**config.mk**
```make
export PLATFORM = sky130hd
export DESIGN_NAME = emcc_top
export DESIGN_NICKNAME = d
export VERILOG_FILES = /design/src/design/emcc_pkg.sv /design/src/design/emcc_top.sv
export VERILOG_INCLUDE_DIRS = /design/src /design/src/design
export SDC_FILE = /design/constraint.sdc
export NUM_CORES = 1
export LEC_CHECK = 0
export BUFFER_PORTS_ARGS = -buffer_cell sky130_fd_sc_hd__buf_2
export CAP_MARGIN = 0
export CORE_ASPECT_RATIO = 0.7
export CORE_MARGIN = 2
export CORE_UTILIZATION = 47
export CTS_CLUSTER_DIAMETER = 30
export DETAILED_ROUTE_END_ITERATION = 12
export PLACE_DENSITY = 0.8
export SLEW_MARGIN = 10
export SYNTH_ARGS = -nofsm -noshare
export SYNTH_HDL_FRONTEND = slang
export SYNTH_SLANG_ARGS = --single-unit
export TNS_END_PERCENT = 5
```
**constraint.sdc**
```tcl
create_clock -name i_clk -period 2.2 [get_ports i_clk]
set_clock_uncertainty 0.1 [all_clocks]
set_input_delay 0.22 -clock i_clk [delete_from_list [all_inputs] [get_ports i_clk]]
set_output_delay 0.22 -clock i_clk [all_outputs]
set_load 0.1 [all_outputs]
```
**src/design/emcc_params.svh**
```systemverilog
// constants for the mac configuration and control register block
`ifndef EMCC_PARAMS_SVH
`define EMCC_PARAMS_SVH
// byte offsets of the register, its aliases and the status word
`define EMCC_OFF_CFG        12'h000
`define EMCC_OFF_CLR        12'h004
`define EMCC_OFF_SET        12'h008
`define EMCC_OFF_INV        12'h00C
`define EMCC_OFF_STATUS     12'h010
`define EMCC_ADDR_W         12
// field positions
`define EMCC_BIT_WHOLE_RST  15
`define EMCC_BIT_RNG_RST    14
`define EMCC_BIT_RXMCS_RST  11
`define EMCC_BIT_RXFUN_RST  10
`define EMCC_BIT_TXMCS_RST  9
`define EMCC_BIT_TXFUN_RST  8
`define EMCC_BIT_LOOPBACK   4
`define EMCC_BIT_TX_FLOW_CTRL_ALLOW    3
`define EMCC_BIT_RX_FLOW_CTRL_HONOR    2
`define EMCC_BIT_ACCEPT_ALL_FRAMES    1
`define EMCC_BIT_RXEN       0
// implemented bits and value at reset
`define EMCC_CFG_MASK       32'h0000CF1F
`define EMCC_CFG_RESET      32'h0000800D
// axi response codes
`define EMCC_RESP_OKAY      2'h0
`define EMCC_RESP_SLVERR    2'h2
`endif

```
**src/design/emcc_pkg.sv**
```systemverilog
// types for the mac configuration and control register block
package emcc_pkg;
  // alias kind of a write
  typedef enum logic [1:0] {
    EMCC_WR_PLAIN,
    EMCC_WR_CLR,
    EMCC_WR_SET,
    EMCC_WR_INV
  } emcc_wop_e;
endpackage : emcc_pkg

```
**src/design/emcc_top.sv**
```systemverilog
// mac configuration and control register with axi4-lite slave
// Functional notes
// Setting bit 15 holds the whole mac and media interface logic in reset.
// Bit 15 comes out of reset as one so the mac starts held in reset.
// Setting bit 14 resets the transmit backoff random generator.
// Setting bit 11 resets the receive side of the mac control sublayer.
// Setting bit 10 resets the mac receive function.
// Setting bit 9 resets the transmit side of the mac control sublayer.
// Setting bit 8 resets the mac transmit function.
// Bit 4 loops the transmit interface back into the receive interface.
// Bit 3 allows pause frames to be sent, zero blocks them.
// Bit 2 makes the mac act on received pause frames, zero ignores them.
// Bit 1 accepts all frames, zero drops received control frames.
// Frames are received only while bit 0 is one.
// Bits 31-16, 13-12 and 7-5 are not implemented and read as zero.
// Plain, set, clear and invert accesses take 16 and 32 bits; 8-bit writes are ignored.
// Each reset output stays asserted exactly as long as its bit is set.
// Set, clear and invert writes change only the bits written as one.
`include "emcc_params.svh"
`timescale 1ns/1ps
`default_nettype none

module emcc_top (
  // clock and reset
  input  wire logic        i_clk,
  input  wire logic        i_reset,
  // axi4-lite write address
  input  wire logic        s_axi_awvalid,
  output logic             s_axi_awready,
  input  wire logic [11:0] s_axi_awaddr,
  // axi4-lite write data
  input  wire logic        s_axi_wvalid,
  output logic             s_axi_wready,
  input  wire logic [31:0] s_axi_wdata,
  input  wire logic [3:0]  s_axi_wstrb,
  // axi4-lite write response
  output logic             s_axi_bvalid,
  input  wire logic        s_axi_bready,
  output logic [1:0]       s_axi_bresp,
  // axi4-lite read address
  input  wire logic        s_axi_arvalid,
  output logic             s_axi_arready,
  input  wire logic [11:0] s_axi_araddr,
  // axi4-lite read data
  output logic             s_axi_rvalid,
  input  wire logic        s_axi_rready,
  output logic [31:0]      s_axi_rdata,
  output logic [1:0]       s_axi_rresp,
  // mac reset controls
  output logic             o_mac_whole_reset,
  output logic             o_backoff_rng_reset,
  output logic             o_rx_ctrl_sublayer_reset,
  output logic             o_rx_function_reset,
  output logic             o_tx_ctrl_sublayer_reset,
  output logic             o_tx_function_reset,
  // mac mode controls
  output logic             o_loopback,
  output logic             o_tx_flow_ctrl_allow,
  output logic             o_rx_flow_ctrl_honor,
  output logic             o_accept_all_frames,
  output logic             o_frame_receive_on,
  // mac status
  input  wire logic        i_rx_busy,
  input  wire logic        i_tx_busy
);

  // ************************************************************
  // helpers
  // ************************************************************

  // width check of a strobe: whole low half, whole high half, or all four
  function automatic logic strb_ok(input logic [3:0] s);
    strb_ok = (s == 4'hF) || (s == 4'h3) || (s == 4'hC);
  endfunction : strb_ok

  // strobes to a bit mask of lanes
  function automatic logic [31:0] lane_mask(input logic [3:0] s);
    lane_mask = {{8{s[3]}}, {8{s[2]}}, {8{s[1]}}, {8{s[0]}}};
  endfunction : lane_mask

  // word address of a byte address; the low two bits never select anything
  function automatic logic [11:0] word_addr(input logic [11:0] a);
    word_addr = {a[11:2], 2'h0};
  endfunction : word_addr

  // ************************************************************
  // write channel
  // ************************************************************

  logic               aw_held_reg;
  logic [11:0]        aw_addr_reg;
  logic               w_held_reg;
  logic [31:0]        w_data_reg;
  logic [3:0]         w_strb_reg;
  logic               bvalid_reg;
  logic [1:0]         bresp_reg;
  logic [31:0]        cfg_reg;
  logic [31:0]        cfg_next;
  logic               wr_fire;
  emcc_pkg::emcc_wop_e wop;
  logic               wr_hit;
  logic [31:0]        wmask;

  // each channel is taken once, and held until the response has gone
  assign s_axi_awready = !aw_held_reg && !bvalid_reg;
  assign s_axi_wready  = !w_held_reg && !bvalid_reg;
  assign wr_fire       = aw_held_reg && w_held_reg && !bvalid_reg;

  // capture address and data in either order
  always_ff @(posedge i_clk) begin
    if (i_reset) begin
      aw_held_reg <= 1'b0;
      aw_addr_reg <= 12'h000;
      w_held_reg  <= 1'b0;
      w_data_reg  <= 32'h00000000;
      w_strb_reg  <= 4'h0;
    end else begin
      if (s_axi_awvalid && s_axi_awready) begin
        aw_held_reg <= 1'b1;
        aw_addr_reg <= s_axi_awaddr;
      end else if (wr_fire) begin
        aw_held_reg <= 1'b0;
      end
      if (s_axi_wvalid && s_axi_wready) begin
        w_held_reg <= 1'b1;
        w_data_reg <= s_axi_wdata;
        w_strb_reg <= s_axi_wstrb;
      end else if (wr_fire) begin
        w_held_reg <= 1'b0;
      end
    end
  end

  // decode the alias and form the new register value
  always_comb begin
    wr_hit = 1'b1;
    wop    = emcc_pkg::EMCC_WR_PLAIN;
    case (word_addr(aw_addr_reg))
      `EMCC_OFF_CFG: wop = emcc_pkg::EMCC_WR_PLAIN;
      `EMCC_OFF_CLR: wop = emcc_pkg::EMCC_WR_CLR;
      `EMCC_OFF_SET: wop = emcc_pkg::EMCC_WR_SET;
      `EMCC_OFF_INV: wop = emcc_pkg::EMCC_WR_INV;
      default:       wr_hit = 1'b0;
    endcase
    // byte writes are dropped, not errored, so software sees no fault
    wmask    = strb_ok(w_strb_reg) ? (lane_mask(w_strb_reg) & `EMCC_CFG_MASK) : 32'h00000000;
    cfg_next = cfg_reg;
    case (wop)
      emcc_pkg::EMCC_WR_PLAIN: cfg_next = (cfg_reg & ~wmask) | (w_data_reg & wmask);
      emcc_pkg::EMCC_WR_CLR:   cfg_next = cfg_reg & ~(w_data_reg & wmask);
      emcc_pkg::EMCC_WR_SET:   cfg_next = cfg_reg | (w_data_reg & wmask);
      emcc_pkg::EMCC_WR_INV:   cfg_next = cfg_reg ^ (w_data_reg & wmask);
      default:                 cfg_next = cfg_reg;
    endcase
  end

  // the configuration register itself
  always_ff @(posedge i_clk) begin
    if (i_reset) begin
      cfg_reg <= `EMCC_CFG_RESET;
    end else if (wr_fire && wr_hit) begin
      cfg_reg <= cfg_next & `EMCC_CFG_MASK;
    end
  end

  // write response; unmapped address answers slverr
  always_ff @(posedge i_clk) begin
    if (i_reset) begin
      bvalid_reg <= 1'b0;
      bresp_reg  <= `EMCC_RESP_OKAY;
    end else if (wr_fire) begin
      bvalid_reg <= 1'b1;
      bresp_reg  <= wr_hit ? `EMCC_RESP_OKAY : `EMCC_RESP_SLVERR;
    end else if (bvalid_reg && s_axi_bready) begin
      bvalid_reg <= 1'b0;
    end
  end

  assign s_axi_bvalid = bvalid_reg;
  assign s_axi_bresp  = bresp_reg;

  // ************************************************************
  // read channel
  // ************************************************************

  logic        rvalid_reg;
  logic [31:0] rdata_reg;
  logic [1:0]  rresp_reg;
  logic [31:0] rd_value;
  logic        rd_hit;

  assign s_axi_arready = !rvalid_reg;

  // aliases read back the register; status word shows live mac activity
  always_comb begin
    rd_hit   = 1'b1;
    rd_value = 32'h00000000;
    case (word_addr(s_axi_araddr))
      `EMCC_OFF_CFG,
      `EMCC_OFF_CLR,
      `EMCC_OFF_SET,
      `EMCC_OFF_INV:    rd_value = cfg_reg & `EMCC_CFG_MASK;
      `EMCC_OFF_STATUS: rd_value = {30'h00000000, i_tx_busy, i_rx_busy};
      default:          rd_hit = 1'b0;
    endcase
  end

  // read answer one cycle after the address is taken
  always_ff @(posedge i_clk) begin
    if (i_reset) begin
      rvalid_reg <= 1'b0;
      rdata_reg  <= 32'h00000000;
      rresp_reg  <= `EMCC_RESP_OKAY;
    end else if (s_axi_arvalid && s_axi_arready) begin
      rvalid_reg <= 1'b1;
      rdata_reg  <= rd_value;
      rresp_reg  <= rd_hit ? `EMCC_RESP_OKAY : `EMCC_RESP_SLVERR;
    end else if (rvalid_reg && s_axi_rready) begin
      rvalid_reg <= 1'b0;
    end
  end

  assign s_axi_rvalid = rvalid_reg;
  assign s_axi_rdata  = rdata_reg;
  assign s_axi_rresp  = rresp_reg;

  // ************************************************************
  // mac controls
  // ************************************************************

  // resets are levels straight from the register; they release only when cleared
  assign o_mac_whole_reset        = cfg_reg[`EMCC_BIT_WHOLE_RST];
  assign o_backoff_rng_reset      = cfg_reg[`EMCC_BIT_RNG_RST];
  assign o_rx_ctrl_sublayer_reset = cfg_reg[`EMCC_BIT_RXMCS_RST];
  assign o_rx_function_reset      = cfg_reg[`EMCC_BIT_RXFUN_RST];
  assign o_tx_ctrl_sublayer_reset = cfg_reg[`EMCC_BIT_TXMCS_RST];
  assign o_tx_function_reset      = cfg_reg[`EMCC_BIT_TXFUN_RST];
  // mode bits steer the mac datapath directly
  assign o_loopback               = cfg_reg[`EMCC_BIT_LOOPBACK];
  assign o_tx_flow_ctrl_allow     = cfg_reg[`EMCC_BIT_TX_FLOW_CTRL_ALLOW];
  assign o_rx_flow_ctrl_honor     = cfg_reg[`EMCC_BIT_RX_FLOW_CTRL_HONOR];
  assign o_accept_all_frames      = cfg_reg[`EMCC_BIT_ACCEPT_ALL_FRAMES];
  // receive enable is a plain level; the mac gates it itself while its receive path is in reset
  assign o_frame_receive_on       = cfg_reg[`EMCC_BIT_RXEN];

  // ************************************************************
  // assertions
  // ************************************************************

  // bits that a write really carries, after strobe and implemented-bit masking
  logic [31:0] wr_ones;
  assign wr_ones = w_data_reg & wmask;

  // checks other than a_reset_value are off while i_reset is high: the register is being forced to its reset value then
  a_whole_reset_follows: assert property (@(posedge i_clk) disable iff (i_reset)
    (wr_fire && wr_hit && wop == emcc_pkg::EMCC_WR_PLAIN && wmask[`EMCC_BIT_WHOLE_RST]) |=>
    (o_mac_whole_reset == $past(w_data_reg[`EMCC_BIT_WHOLE_RST]))) else $error("whole reset output wrong");

  a_reset_value: assert property (@(posedge i_clk)
    $fell(i_reset) |-> (o_mac_whole_reset && !o_backoff_rng_reset && o_frame_receive_on))
    else $error("bad reset value");

  a_rng_reset_set: assert property (@(posedge i_clk) disable iff (i_reset)
    (wr_fire && wop == emcc_pkg::EMCC_WR_SET && wr_hit && wmask[14] && w_data_reg[14]) |=> o_backoff_rng_reset)
    else $error("rng reset not set");

  a_rxmcs_clear: assert property (@(posedge i_clk) disable iff (i_reset)
    (wr_fire && wop == emcc_pkg::EMCC_WR_CLR && wr_hit && wmask[11] && w_data_reg[11]) |=> !o_rx_ctrl_sublayer_reset)
    else $error("rx sublayer reset not cleared");

  a_reset_holds: assert property (@(posedge i_clk) disable iff (i_reset)
    (o_rx_function_reset && !wr_fire) |=> o_rx_function_reset)
    else $error("reset released without write");

  a_unimpl_zero: assert property (@(posedge i_clk) disable iff (i_reset)
    s_axi_rvalid |-> ((s_axi_rdata & ~`EMCC_CFG_MASK) == 32'h00000000))
    else $error("unimplemented bits read nonzero");

  a_byte_ignored: assert property (@(posedge i_clk) disable iff (i_reset)
    (wr_fire && !strb_ok(w_strb_reg)) |=> $stable(cfg_reg))
    else $error("byte write changed register");

  a_set_only_ones: assert property (@(posedge i_clk) disable iff (i_reset)
    (wr_fire && wr_hit && wop == emcc_pkg::EMCC_WR_SET) |=> ((cfg_reg & $past(cfg_reg)) == $past(cfg_reg)))
    else $error("set alias cleared a bit");

  a_inv_toggles: assert property (@(posedge i_clk) disable iff (i_reset)
    (wr_fire && wr_hit && wop == emcc_pkg::EMCC_WR_INV && w_strb_reg == 4'hF) |=>
    (cfg_reg == ($past(cfg_reg) ^ ($past(w_data_reg) & `EMCC_CFG_MASK))))
    else $error("invert alias wrong");

  a_loop_rxen: assert property (@(posedge i_clk) disable iff (i_reset)
    (wr_fire && wr_hit && wop == emcc_pkg::EMCC_WR_PLAIN && wmask[`EMCC_BIT_LOOPBACK]) |=>
    ({o_loopback, o_tx_flow_ctrl_allow, o_rx_flow_ctrl_honor, o_accept_all_frames, o_frame_receive_on} ==
     $past(w_data_reg[`EMCC_BIT_LOOPBACK:`EMCC_BIT_RXEN])))
    else $error("mode outputs wrong");

  a_write_answer: assert property (@(posedge i_clk) disable iff (i_reset)
    wr_fire |=> s_axi_bvalid) else $error("no write response");

  a_read_answer: assert property (@(posedge i_clk) disable iff (i_reset)
    (s_axi_arvalid && s_axi_arready) |=> s_axi_rvalid) else $error("no read response");

  // answers must stand until the master takes them, or a slow master loses them
  a_bresp_stands: assert property (@(posedge i_clk) disable iff (i_reset)
    (s_axi_bvalid && !s_axi_bready) |=> (s_axi_bvalid && $stable(s_axi_bresp)))
    else $error("write response dropped");

  a_rdata_stands: assert property (@(posedge i_clk) disable iff (i_reset)
    (s_axi_rvalid && !s_axi_rready) |=> (s_axi_rvalid && $stable(s_axi_rdata)))
    else $error("read data dropped");

  a_unmapped_write: assert property (@(posedge i_clk) disable iff (i_reset)
    (wr_fire && !wr_hit) |=> ($stable(cfg_reg) && s_axi_bresp == `EMCC_RESP_SLVERR))
    else $error("unmapped write wrong");

  a_upper_half_noop: assert property (@(posedge i_clk) disable iff (i_reset)
    (wr_fire && w_strb_reg == 4'hC) |=> $stable(cfg_reg))
    else $error("upper half write changed register");

  a_rxfun_follows: assert property (@(posedge i_clk) disable iff (i_reset)
    (wr_fire && wr_hit && wop == emcc_pkg::EMCC_WR_PLAIN && wmask[`EMCC_BIT_RXFUN_RST]) |=>
    (o_rx_function_reset == $past(w_data_reg[`EMCC_BIT_RXFUN_RST]))) else $error("rx function reset wrong");

  a_txmcs_set: assert property (@(posedge i_clk) disable iff (i_reset)
    (wr_fire && wr_hit && wop == emcc_pkg::EMCC_WR_SET && wr_ones[`EMCC_BIT_TXMCS_RST]) |=>
    o_tx_ctrl_sublayer_reset) else $error("tx sublayer reset not set");

  a_txfun_clear: assert property (@(posedge i_clk) disable iff (i_reset)
    (wr_fire && wr_hit && wop == emcc_pkg::EMCC_WR_CLR && wr_ones[`EMCC_BIT_TXFUN_RST]) |=>
    !o_tx_function_reset) else $error("tx function reset not cleared");

  a_pause_follows: assert property (@(posedge i_clk) disable iff (i_reset)
    (wr_fire && wr_hit && wop == emcc_pkg::EMCC_WR_PLAIN && wmask[`EMCC_BIT_TX_FLOW_CTRL_ALLOW]) |=>
    ({o_tx_flow_ctrl_allow, o_rx_flow_ctrl_honor} == $past(w_data_reg[`EMCC_BIT_TX_FLOW_CTRL_ALLOW:`EMCC_BIT_RX_FLOW_CTRL_HONOR])))
    else $error("pause controls wrong");

  a_accept_all_frames_toggle: assert property (@(posedge i_clk) disable iff (i_reset)
    (wr_fire && wr_hit && wop == emcc_pkg::EMCC_WR_INV && wr_ones[`EMCC_BIT_ACCEPT_ALL_FRAMES]) |=>
    (o_accept_all_frames != $past(o_accept_all_frames))) else $error("pass all not toggled");

  a_rxen_clear: assert property (@(posedge i_clk) disable iff (i_reset)
    (wr_fire && wr_hit && wop == emcc_pkg::EMCC_WR_CLR && wr_ones[`EMCC_BIT_RXEN]) |=>
    !o_frame_receive_on) else $error("receive not disabled");

  a_clr_only_ones: assert property (@(posedge i_clk) disable iff (i_reset)
    (wr_fire && wr_hit && wop == emcc_pkg::EMCC_WR_CLR) |=> ((cfg_reg | $past(cfg_reg)) == $past(cfg_reg)))
    else $error("clear alias set a bit");

endmodule : emcc_top

`default_nettype wire

```
Yosys cells after proc, flatten, opt, wreduce, memory -nomap -nowiden
Cells that the tools add are included.
{"block": "word_totals", "regBits": 83, "input_bits": 69}
{"block": "op_classes", "n_reduce_logical": 26, "n_eq_ne": 13, "mux": 15, "n_bitwise": 8}
{"operator": "16-bit case mux with 4 select lines", "count": 1}
{"operator": "16-bit AND", "count": 3}
{"operator": "10-bit by 2-bit equality test with 1-bit output, second input constant", "count": 4}
{"operator": "16-bit NOT", "count": 2}
{"operator": "16-bit OR", "count": 2}
{"operator": "16-bit case mux with 2 select lines", "count": 1}
{"operator": "10-bit by 1-bit equality test with 1-bit output, second input constant", "count": 2}
{"operator": "10-bit zero test", "count": 2}
{"operator": "16-bit 2-to-1 mux", "count": 1}
{"operator": "16-bit XOR", "count": 1}
{"operator": "10-bit by 3-bit equality test with 1-bit output, second input constant", "count": 1}
{"operator": "1-bit logical AND", "count": 10}
{"operator": "1-bit 2-to-1 mux", "count": 9}
{"operator": "4-bit equality test, second input constant", "count": 2}
{"operator": "2-bit nonzero test", "count": 4}
{"operator": "4-bit OR reduction", "count": 2}
{"operator": "2-bit case mux with 3 select lines", "count": 1}
{"operator": "5-bit OR reduction", "count": 1}
{"operator": "2-bit equality test, second input constant", "count": 2}
{"operator": "4-bit by 2-bit equality test with 1-bit output, second input constant", "count": 1}
{"operator": "1-bit zero test", "count": 4}
{"operator": "2-bit 2-to-1 mux", "count": 2}
{"operator": "2-bit by 1-bit equality test with 1-bit output, second input constant", "count": 1}
{"operator": "2-bit zero test", "count": 1}
{"operator": "1-bit logical OR", "count": 2}

Longest topological paths before layout
Gate-level depths: netlist (run 1).
{"block": "logic_depth", "depth_word": 8, "depth_mapped": 8, "ltp_nobuf": 8}

Worst setup path before layout (run 1)
No wires, ideal clock.
{"block": "synth_timing", "path_type": "register to register", "from": "reg bvalid_reg (netlist: s_axi_bvalid)", "to": "reg w_data_reg[2]", "setup_ns": 0.071, "slack_ns": -1.019, "stages_incl_launch_ff": 7, "t_arrival_ns": 3.048, "cell_sequence": "dfxtp_1 nor2_1 and2_1 clkbuf_1 clkbuf_1 nand2_1 a21oi_1"}
{"block": "synth_between", "elab_chain_cells": 3}
{"element": "start, declared", "line": "emcc_top.sv:95", "rtl": "logic bvalid_reg;"}
{"element": "start signal, assigned", "line": "emcc_top.sv:169", "rtl": "bvalid_reg <= 1'b0;"}
{"element": "start signal, assigned", "line": "emcc_top.sv:172", "rtl": "bvalid_reg <= 1'b1;"}
{"element": "start signal, assigned", "line": "emcc_top.sv:175", "rtl": "bvalid_reg <= 1'b0;"}
{"element": "1-bit zero test", "line": "emcc_top.sv:106", "rtl": "assign s_axi_wready = !w_held_reg && !bvalid_reg;"}
{"element": "1-bit logical AND", "line": "emcc_top.sv:106"}
{"element": "via s_axi_wready", "line": "emcc_top.sv:33", "rtl": "output logic s_axi_wready,"}
{"element": "1-bit logical AND", "line": "emcc_top.sv:124", "rtl": "if (s_axi_wvalid && s_axi_wready) begin"}
{"element": "end signal, assigned", "line": "emcc_top.sv:126", "rtl": "w_data_reg <= s_axi_wdata;"}
{"element": "end, declared", "line": "emcc_top.sv:93", "rtl": "logic [31:0] w_data_reg;"}
The timed path passes the listed nets, and every way through them passes these cells.
A chain may end at the register's enable or synchronous reset.

Worst setup path in the final report (run 1)
{"block": "layout_timing", "from": "reg aw_addr_reg[8]", "to": "reg cfg_reg[8]"}
{"block": "layout_between", "elab_chain_cells": 4, "word_cells_on_any_way": 13, "cone_classes": "eq/ne: 6; mux: 3; reduce/logical: 4"}
{"element": "start, declared", "line": "emcc_top.sv:91", "rtl": "logic [11:0] aw_addr_reg;"}
{"element": "start signal, assigned", "line": "emcc_top.sv:120", "rtl": "aw_addr_reg <= s_axi_awaddr;"}
{"element": "10-bit by 2-bit equality test with 1-bit output, or another cell as far along", "line": "emcc_top.sv:138", "rtl": "case (word_addr(aw_addr_reg))"}
{"element": "2-bit case mux with 3 select lines / 4-bit OR reduction (equally long branches)"}
{"element": "2-bit equality test, or another cell as far along", "line": "emcc_top.sv:148", "rtl": "case (wop)"}
{"element": "16-bit case mux with 4 select lines / 1-bit logical AND (equally long branches)", "line": "emcc_top.sv:148, emcc_top.sv:161"}
{"element": "end signal, assigned", "line": "emcc_top.sv:160", "rtl": "cfg_reg <= `EMCC_CFG_RESET;"}
{"element": "end signal, assigned", "line": "emcc_top.sv:162", "rtl": "cfg_reg <= cfg_next & `EMCC_CFG_MASK;"}
{"element": "end, declared", "line": "emcc_top.sv:97", "rtl": "logic [31:0] cfg_reg;"}
Parallel ways exist; a longest one is shown, timed or not.

==> results.sh, run 1 <==
export IMPL_hold_class="in2reg"
export IMPL_fp_coreArea_sq_um=5670
export IMPL_drive_gt1_frac=0.262
export IMPL_p_int_mw=1.38
export IMPL_worstSkewPairLatency_ns=0.30
export IMPL_grt_usage=0.214
export IMPL_setup_ws_ns=0.145
export IMPL_endpoint_kind="register"
export IMPL_final_common_cell="buf_2"
export IMPL_cpMaxStageDelayCell="or4_4"
export IMPL_cts_tree="yes"
export IMPL_p_sw_uw=808
export IMPL_worst_pin_slew_ns=0.587
export IMPL_yosys_warnings=0
export IMPL_ant_nets=0
export IMPL_pwr_share_comb=0.252
export IMPL_clock_sinks=53
export IMPL_cts_setup_buffers=0
export IMPL_yosysTopAreaCellShare=0.390
export IMPL_max_cap_viol_count=0
export IMPL_async_flop_share=0
export IMPL_num_rows=23
export IMPL_min_path_cells=3
export IMPL_placedInstanceArea_sq_um=3100
export IMPL_clkTransAtPathRegs_ns=0.09
export IMPL_fin_nets=487
export IMPL_pin_count=121
export IMPL_yosysSeqAreaShare=0.390
export IMPL_cp_required_ns=2.31
export IMPL_reg2reg_slack_ns=0.15
export IMPL_gp_congestion=0.780
export IMPL_initial_core_util=0.480
export IMPL_critPathArrivalTime_ns=2.17
export IMPL_antenna_found_initial=0
export IMPL_power_leakage_nw=1.38
export IMPL_outcome="finished, final reports clean"
export IMPL_drtIter0Drc=134
export IMPL_drt_total_wl_um=6740
export IMPL_drv_slew=0
export IMPL_die_h_um=67.7
export IMPL_grt_max_degree=28
export IMPL_worst_setup_path_type="reg2reg"
export IMPL_setup_viol_count_final=0
export IMPL_synth_edf_count=0
export IMPL_tns_ns=0
export IMPL_start_kind="register"
export IMPL_first_pass_iters=5
export IMPL_pwr_share_clk=0.268
export IMPL_path_cells="or4_4, o311ai_4, o221ai_1, a311oi_1"
export IMPL_post_place_ws_ns=0.150
export IMPL_clock_root_buffer="clkbuf_8"
export IMPL_drc=0
export IMPL_power_density_nw_per_um2=683
export IMPL_cts_buffer_depth=2
export IMPL_grt_setup_unrepaired="no"
export IMPL_htree_levels=2
export IMPL_io_buffers=72
export IMPL_ir_worst_vdd_mv=0.265
export IMPL_synth_area_per_cell_sq_um=8.05
export IMPL_num_antenna_cells=0
export IMPL_grt_pass1_wl_um=10800
export IMPL_cp_max_fo=7
export IMPL_hold_violations=0
export IMPL_fin_crit_sh=0.934
export IMPL_final_cell_mix="buf_2 (72), nand2_1 (65), dfxtp_1 (52), a21oi_1 (37)"
export IMPL_synthDistinctLibCells=40
export IMPL_reg2reg_depth=4
export IMPL_place_hpwl_um=5010
export IMPL_syn_inst=338
export IMPL_final_design_area_no_fill_sq_um=3200
export IMPL_nFillCells=529
export IMPL_period_minus_slack_ns=2.05
export IMPL_max_stage_delay_ns=0.57
export IMPL_p_sw_frac=0.369
export IMPL_ys_seq_elements=53
export IMPL_fmax_mhz=487
export IMPL_ys_top_cells_by_area="dfxtp_1 (39%), nand2_1 (9.0%), a21oi_1 (6.8%)"
export IMPL_slew_headroom=0.606
export IMPL_avgViaCountPerCell=5.32
export IMPL_routed_via_count=2571
export IMPL_synthFlopType="dfxtp_1"
export IMPL_cts_buffers=5
export IMPL_overflow=0
export IMPL_routedWlPerCell_um=14.0
export IMPL_syn_to_final_growth_pct=17.8
export IMPL_die_w_um=94.9
export IMPL_syn_area_sq_um=2720
export IMPL_p_seq_frac=0.479
export IMPL_grt_pass1_vias=2335
export IMPL_hold_buffers=0
export IMPL_dieArea_sq_um=6420
export IMPL_synth_largest_area_cell="dfxtp_1"
## power by group through the flow
stage                     combinational (mW)  clock, mW  sequential, mW
after floorplan                        0.414          0            1.12
after global placement                 0.539          0            1.07
after detailed placement               0.548          0            1.07
after CTS                              0.549      0.602            1.05
after global routing                   0.588      0.642            1.06
final                                  0.552      0.587            1.05
## Yosys cell counts, types with 3 or more instances
cell type and number:
nor2_1 25, dfxtp_1 53, and2_1 3, o211a_1 4, nor3_1 6, inv_1 10
a21oi_1 37, and3_1 8, buf_1 3, or2_2 6, nand2_1 65, o221ai_1 10
a311oi_1 6, ha_1 11, clkbuf_1 14, a22oi_1 13, nand2b_1 5, buf_4 23
o21ai_0 8
## routing by layer
| layer | vias to the layer above | GRT usage | wire (um) |
|---|---|---|---|
| met5 | - | 0 | 0 |
| met4 | 0 | 0.0399 | 34 |
| met3 | 6 | 0.0458 | 430 |
| met2 | 92 | 0.352 | 3210 |
| met1 | 1200 | 0.294 | 3070 |
| li1 | 1273 | - | - |
## through the flow
step	utilization	cells	hold slack (ns)	power, mW
6_report	0.565	483	0.0421	2.19
3_3_place_gp	0.547	475	0.348	1.60
4_1_cts	0.564	483	0.0368	2.20
5_1_grt	0.565	483	0.0340	2.28
2_1_floorplan	-	360	0.256	1.54
3_5_place_dp	0.547	475	0.351	1.62
## worst max-delay path: cells and delay by family, from the launching register on
kind / cells / cell delay (ns)
and+or+nand+nor: 1 / 0.57
DFF: 1 / 0.33
AOI/OAI and AO/OA: 3 / 0.96
## layout make-up
cell class	count	area [sq um]	area share
clock buffer	6	82.6	0.0258
clock inverter	2	13.8	0.00430
inverter	10	37.5	0.0117
multi-input combinational	255	1480	0.462
sequential	53	1060	0.332
tap	75	93.8	0.0293
timing repair buffer	82	435	0.136
## what timing repair did
| item | in CTS | in global routing |
|---|---|---|
| hold endpoints to repair | 0 | 0 |
| endpoints found under the setup margin | 0 | 1 |
| gates resized for setup | 0 | 1 |
## worst paths after layout
kind                    end            start
max              cfg_reg[8]   aw_addr_reg[8]
min          aw_addr_reg[5]  s_axi_awaddr[5]
max reg2reg      cfg_reg[8]   aw_addr_reg[8]
min reg2reg  s_axi_rdata[1]   s_axi_rdata[1]
## kinds of logic (layout without fill, tap and decap cells)
family / after synthesis / in the layout / synth area share
AND/OR/NAND/NOR: 135 / 135 / 0.237
AO/OA/AOI/OAI: 84 / 84 / 0.210
flip-flops: 53 / 53 / 0.390
buffers and inverters: 52 / 100 / 0.104
adder cells (fa/ha/maj): 11 / 11 / 0.0506
XOR/XNOR: 2 / 2 / 0.00644
other: 1 / 23 / 0.00138
Power figures use the tool's default switching activity.
==> run 2, diff against run 1 <==
Settings changed: CORE_UTILIZATION 47 to 51, PLACE_DENSITY 0.8 to 0.85.
Clock period 2.2 ns to 2.6 ns, I/O delays scaled along.
==> run 2 against run 1 <==
Net effect: combinational power decreased by 18%; first-iteration DRC count down 16%; design area down 1.6%; cell count decreased by 1.9%; sequential power decreased by 16%; hold slack improved by 0.027 ns; count of clock-buffer cells in the layout did not move; clock power decreased by 4.4%; fmax fell by 3.7%.
==> results.sh, run 2 (same netlist as run 1, synthesis figures left out) <==
export IMPL_outcome="finished, final reports clean"
export IMPL_cp_endpoint="cfg_reg[4]"
export IMPL_drt_total_wl_um=6410
export IMPL_hold_violations=0
export IMPL_start_kind="register"
export IMPL_reg2reg_slack_ns=0.47
export IMPL_drive_gt1_frac=0.244
export IMPL_antenna_found_initial=0
export IMPL_ir_worst_vdd_mv=0.291
export IMPL_cp_required_ns=2.72
export IMPL_pin_count=121
export IMPL_max_stage_delay_ns=0.57
export IMPL_htree_levels=2
export IMPL_path_cells="or4_4, nor3_2, buf_4, nor2_1, a311oi_1"
export IMPL_cts_resized=0
export IMPL_pwr_share_comb=0.237
export IMPL_grt_pass1_wl_um=10400
export IMPL_pwr_share_clk=0.296
export IMPL_die_h_um=65.1
export IMPL_p_seq_frac=0.467
export IMPL_num_rows=22
export IMPL_tns_ns=0
export IMPL_power_density_nw_per_um2=602
export IMPL_overflow=0
export IMPL_drv_slew=0
export IMPL_grt_usage=0.218
export IMPL_grt_pass1_vias=2293
export IMPL_gp_congestion=0.742
export IMPL_utilization=0.606
export IMPL_routedWlPerCell_um=13.5
export IMPL_clkTransAtPathRegs_ns=0.09
export IMPL_p_sw_uw=670
export IMPL_routed_via_count=2530
export IMPL_reg2reg_from="aw_addr_reg[8]"
export IMPL_syn_to_final_growth_pct=15.9
export IMPL_final_common_cell="buf_2"
export IMPL_worstSkewPairLatency_ns=0.31
export IMPL_cts_buffers=5
export IMPL_reg2reg_depth=5
export IMPL_power_leakage_nw=1.35
export IMPL_slew_headroom=0.521
export IMPL_endpoint_kind="register"
export IMPL_setup_viol_count_final=0
export IMPL_period_minus_slack_ns=2.13
export IMPL_die_w_um=91.3
export IMPL_critPathBufInv=1
export IMPL_fin_nets=481
export IMPL_cp_num_cells=5
export IMPL_hold_class="in2reg"
export IMPL_io_buffers=72
export IMPL_clock_sinks=53
export IMPL_p_sw_frac=0.353
export IMPL_place_hpwl_um=4730
export IMPL_grt_setup_unrepaired="no"
export IMPL_max_cap_viol_count=0
export IMPL_worst_pin_slew_ns=0.718
export IMPL_num_antenna_cells=0
export IMPL_drc=0
export IMPL_drtIter0Drc=112
export IMPL_avgViaCountPerCell=5.34
export IMPL_hold_buffers=0
export IMPL_cts_setup_buffers=0
export IMPL_p_int_mw=1.23
export IMPL_fin_crit_sh=0.821
export IMPL_clock_root_buffer="clkbuf_8"
export IMPL_cp_max_fo=7
export IMPL_path_delay_family="simple AND/OR/NAND/NOR gates"
export IMPL_fmax_mhz=468
export IMPL_first_pass_iters=4
export IMPL_final_cell_mix="buf_2 (72), nand2_1 (65), dfxtp_1 (53), a21oi_1 (37)"
export IMPL_worst_setup_path_type="reg2reg"
export IMPL_cpMaxStageDelayCell="or4_4"
export IMPL_initial_core_util=0.523
export IMPL_crit_start="aw_addr_reg[8]"
export IMPL_cts_buffer_depth=2
export IMPL_dieArea_sq_um=5940
export IMPL_nFillCells=486
export IMPL_critPathArrivalTime_ns=2.26
export IMPL_ant_nets=0
export IMPL_grt_max_degree=40
export IMPL_fp_coreArea_sq_um=5200
export IMPL_cts_tree="yes"
export IMPL_rr_endpoint="cfg_reg[4]"
==> run 2: changes by cell type in the layout (fill, tap and decap cells not counted), sizes merged <==
cell	change
clkinv	-1
bufinv	+1
buf	-6
==> run 2: power by group through the flow <==
stage / sequential [mW] / combinational [mW] / clock [mW]
after floorplan: 0.947 / 0.349 / 0
after global placement: 0.902 / 0.441 / 0
after detailed placement: 0.905 / 0.449 / 0
after CTS: 0.886 / 0.450 / 0.564
after global routing: 0.894 / 0.480 / 0.596
final: 0.887 / 0.450 / 0.561
==> run 2: layout make-up <==
class                   instances  area, sq um  share of cell area
inverters                      10         37.5              0.0119
repair buffers                 76          390               0.124
clock inverters                 2         38.8              0.0123
well taps                      72         90.1              0.0286
clock buffers                   6         72.6              0.0230
multi-input cells             255         1460               0.464
flip-flops and latches         53         1060               0.337
==> run 2: layer usage <==
| metal | track usage | up-vias | part of all wire | wire, um |
|---|---|---|---|---|
| li1 | - | 1262 | - | - |
| met1 | 0.276 | 1195 | 0.45 | 2910 |
| met2 | 0.373 | 66 | 0.48 | 3080 |
| met3 | 0.0505 | 7 | 0.056 | 358 |
| met4 | 0.0682 | 0 | 0.0083 | 53 |
| met5 | 0 | - | 0 | 0 |
==> run 2: worst register-to-register path, stage by stage (launching register included) <==
cell	delay, ns
dfxtp_1	0.33
or4_4	0.57
nor3_2	0.48
buf_4	0.24
nor2_1	0.05
a311oi_1	0.26
==> run 2: how the worst min path moves through the flow <==
stage / end / slack [ns] / cells after the start / start
after floorplan: w_data_reg[10] / 0.30 / 2 / s_axi_wdata[10]
final: aw_addr_reg[10] / 0.07 / 3 / s_axi_awaddr[10]
after CTS: aw_addr_reg[9] / 0.07 / 3 / s_axi_awaddr[9]
after detailed placement: s_axi_rdata[1] / 0.35 / 2 / s_axi_rdata[1]
after global routing: aw_addr_reg[9] / 0.07 / 3 / s_axi_awaddr[9]
after global placement: s_axi_rdata[1] / 0.35 / 2 / s_axi_rdata[1]
==> run 2: metrics by stage <==
step                std cells  power (mW)  hold slack (ns)  setup WS, ns  area (sq um)
global placement          466        1.34            0.346         0.569          3040
global route              474        1.97           0.0737         0.338          3150
detailed placement        466        1.35            0.351         0.464          3040
CTS                       474        1.90           0.0745         0.449          3150
finish                    474        1.90           0.0689         0.465          3150
floorplan                 360        1.30            0.296        -0.125          2810
==> run 3, diff against run 2 <==
Settings changed: CORE_UTILIZATION 51 to 43, PLACE_DENSITY 0.85 to 0.77.
Clock period 2.6 ns to 1.9 ns, I/O delays scaled along.
==> run 3 against run 2 <==
Net effect: the run now ends with setup timing left; via count rose by 5.7%; clock power rose by 36%; critical path depth unchanged; wire length rose by 11%; critical path type unchanged; highest routed layer unchanged.
==> results.sh, run 3 (same netlist as run 1, synthesis figures left out) <==
export IMPL_worst_pin_slew_ns=0.601
export IMPL_num_rows=24
export IMPL_dieArea_sq_um=6990
export IMPL_endpoint_kind="register"
export IMPL_fp_coreArea_sq_um=6190
export IMPL_drive_gt1_frac=0.336
export IMPL_grt_usage=0.201
export IMPL_drt_total_wl_um=7100
export IMPL_final_design_area_no_fill_sq_um=3590
export IMPL_avgViaCountPerCell=5.22
export IMPL_max_cap_viol_count=0
export IMPL_grt_max_degree=24
export IMPL_ir_worst_vdd_mv=0.310
export IMPL_setup_viol_count_final=1
export IMPL_worst_setup_path_type="reg2reg"
export IMPL_io_buffers=72
export IMPL_cts_buffers=5
export IMPL_cts_tree="yes"
export IMPL_p_int_mw=1.74
export IMPL_drtIter0Drc=110
export IMPL_reg2reg_slack_ns=-0.02
export IMPL_overflow=0
export IMPL_p_sw_frac=0.358
export IMPL_clkTransAtPathRegs_ns=0.10
export IMPL_cts_buffer_depth=2
export IMPL_hold_class="in2reg"
export IMPL_hold_violations=0
export IMPL_violations="setup timing"
export IMPL_fmax_mhz=521
export IMPL_ant_nets=0
export IMPL_critPathArrivalTime_ns=2.04
export IMPL_placedInstanceArea_sq_um=3230
export IMPL_fin_nets=513
export IMPL_drc=0
export IMPL_nFillCells=566
export IMPL_power_leakage_nw=1.54
export IMPL_clock_sinks=53
export IMPL_first_pass_iters=4
export IMPL_fin_crit_sh=1.01
export IMPL_routed_via_count=2674
export IMPL_pin_count=121
export IMPL_num_antenna_cells=0
export IMPL_final_cell_mix="buf_2 (72), nand2_1 (64), dfxtp_1 (46), a21oi_1 (37)"
export IMPL_place_hpwl_um=5160
export IMPL_period_minus_slack_ns=1.92
export IMPL_clock_root_buffer="clkbuf_8"
export IMPL_pwr_share_clk=0.282
export IMPL_outcome="complete, but fails checks"
export IMPL_syn_to_final_growth_pct=32.1
export IMPL_p_sw_uw=970
export IMPL_cp_max_fo=3
export IMPL_grt_pass1_vias=2535
export IMPL_power_density_nw_per_um2=754
export IMPL_grt_pass1_wl_um=11400
export IMPL_setup_ws_ns=-0.0191
export IMPL_initial_core_util=0.440
export IMPL_start_kind="register"
export IMPL_grt_setup_unrepaired="yes"
export IMPL_seq_area_sq_um=1080
export IMPL_gp_congestion=0.815
export IMPL_slew_headroom=0.599
export IMPL_drv_slew=0
export IMPL_cp_required_ns=2.03
export IMPL_routedWlPerCell_um=13.9
export IMPL_htree_levels=2
export IMPL_multi_input_area_sq_um=1580
export IMPL_p_seq_frac=0.448
export IMPL_worstSkewPairLatency_ns=0.31
export IMPL_tns_ns=-0.0191
export IMPL_die_h_um=70.5
export IMPL_die_w_um=99.1
export IMPL_pwr_share_comb=0.269
export IMPL_antenna_found_initial=0
export IMPL_final_common_cell="buf_2"
[run 3: power by group through the flow]
stage | sequential (mW) | combinational [mW] | clock (mW)
2_1_floorplan | 1.30 | 0.481 | 0
3_3_place_gp | 1.23 | 0.672 | 0
3_5_place_dp | 1.23 | 0.682 | 0
4_1_cts | 1.21 | 0.706 | 0.779
5_1_grt | 1.22 | 0.775 | 0.836
6_report | 1.22 | 0.730 | 0.765
[run 3: timing repair]
action | in CTS | in global routing
endpoints found under the hold margin | 5 | 1
resized for setup | 11 | 22
gates cloned | 1 | 0
buffers inserted | 4 | 0
setup endpoints to repair | 11 | 11
hold buffers | 5 | 1
pin swaps | 9 | 13
[run 3: cell type report]
class	count	area share
clock inverter	1	0.00209
sequential	53	0.300
inverter	10	0.0104
multi-input combinational	255	0.441
tap	78	0.0272
timing repair buffer	108	0.189
clock buffer	7	0.0300
[run 3: final timing paths]
kind	end	cells after the start	startpoint
max	cfg_reg[9]	5	aw_addr_reg[8]
min	aw_addr_reg[5]	3	s_axi_awaddr[5]
max reg2reg	cfg_reg[9]	5	aw_addr_reg[8]
min reg2reg	s_axi_rdata[0]	2	s_axi_rdata[0]
[run 3: per-layer routing]
| layer | GRT usage | wire, um | vias up |
|---|---|---|---|
| met2 | 0.328 | 3460 | 76 |
| met5 | 0 | 0 | - |
| met3 | 0.0504 | 426 | 4 |
| met1 | 0.268 | 3170 | 1272 |
| met4 | 0.0533 | 38 | 0 |
| li1 | - | - | 1322 |
[run 3: through the flow]
step / power [mW] / hold WS, ns / setup slack [ns] / instances / util
after floorplan: 1.78 / 0.226 / -0.154 / 360 / -
after global placement: 1.90 / 0.332 / -0.101 / 493 / 0.523
after detailed placement: 1.91 / 0.338 / -0.174 / 493 / 0.523
after CTS: 2.69 / 0.000591 / -0.0266 / 511 / 0.561
after global routing: 2.83 / 0.00323 / -0.0864 / 512 / 0.581
final: 2.71 / 0.00950 / -0.0191 / 512 / 0.581
[run 3: worst max-delay path, cell delays in order, from the launching register on]
cell and delay [ns]:
dfxtp_2 0.34, or4_4 0.55, o311ai_4 0.32, buf_6 0.16, o221ai_1 0.13, a311oi_2 0.23
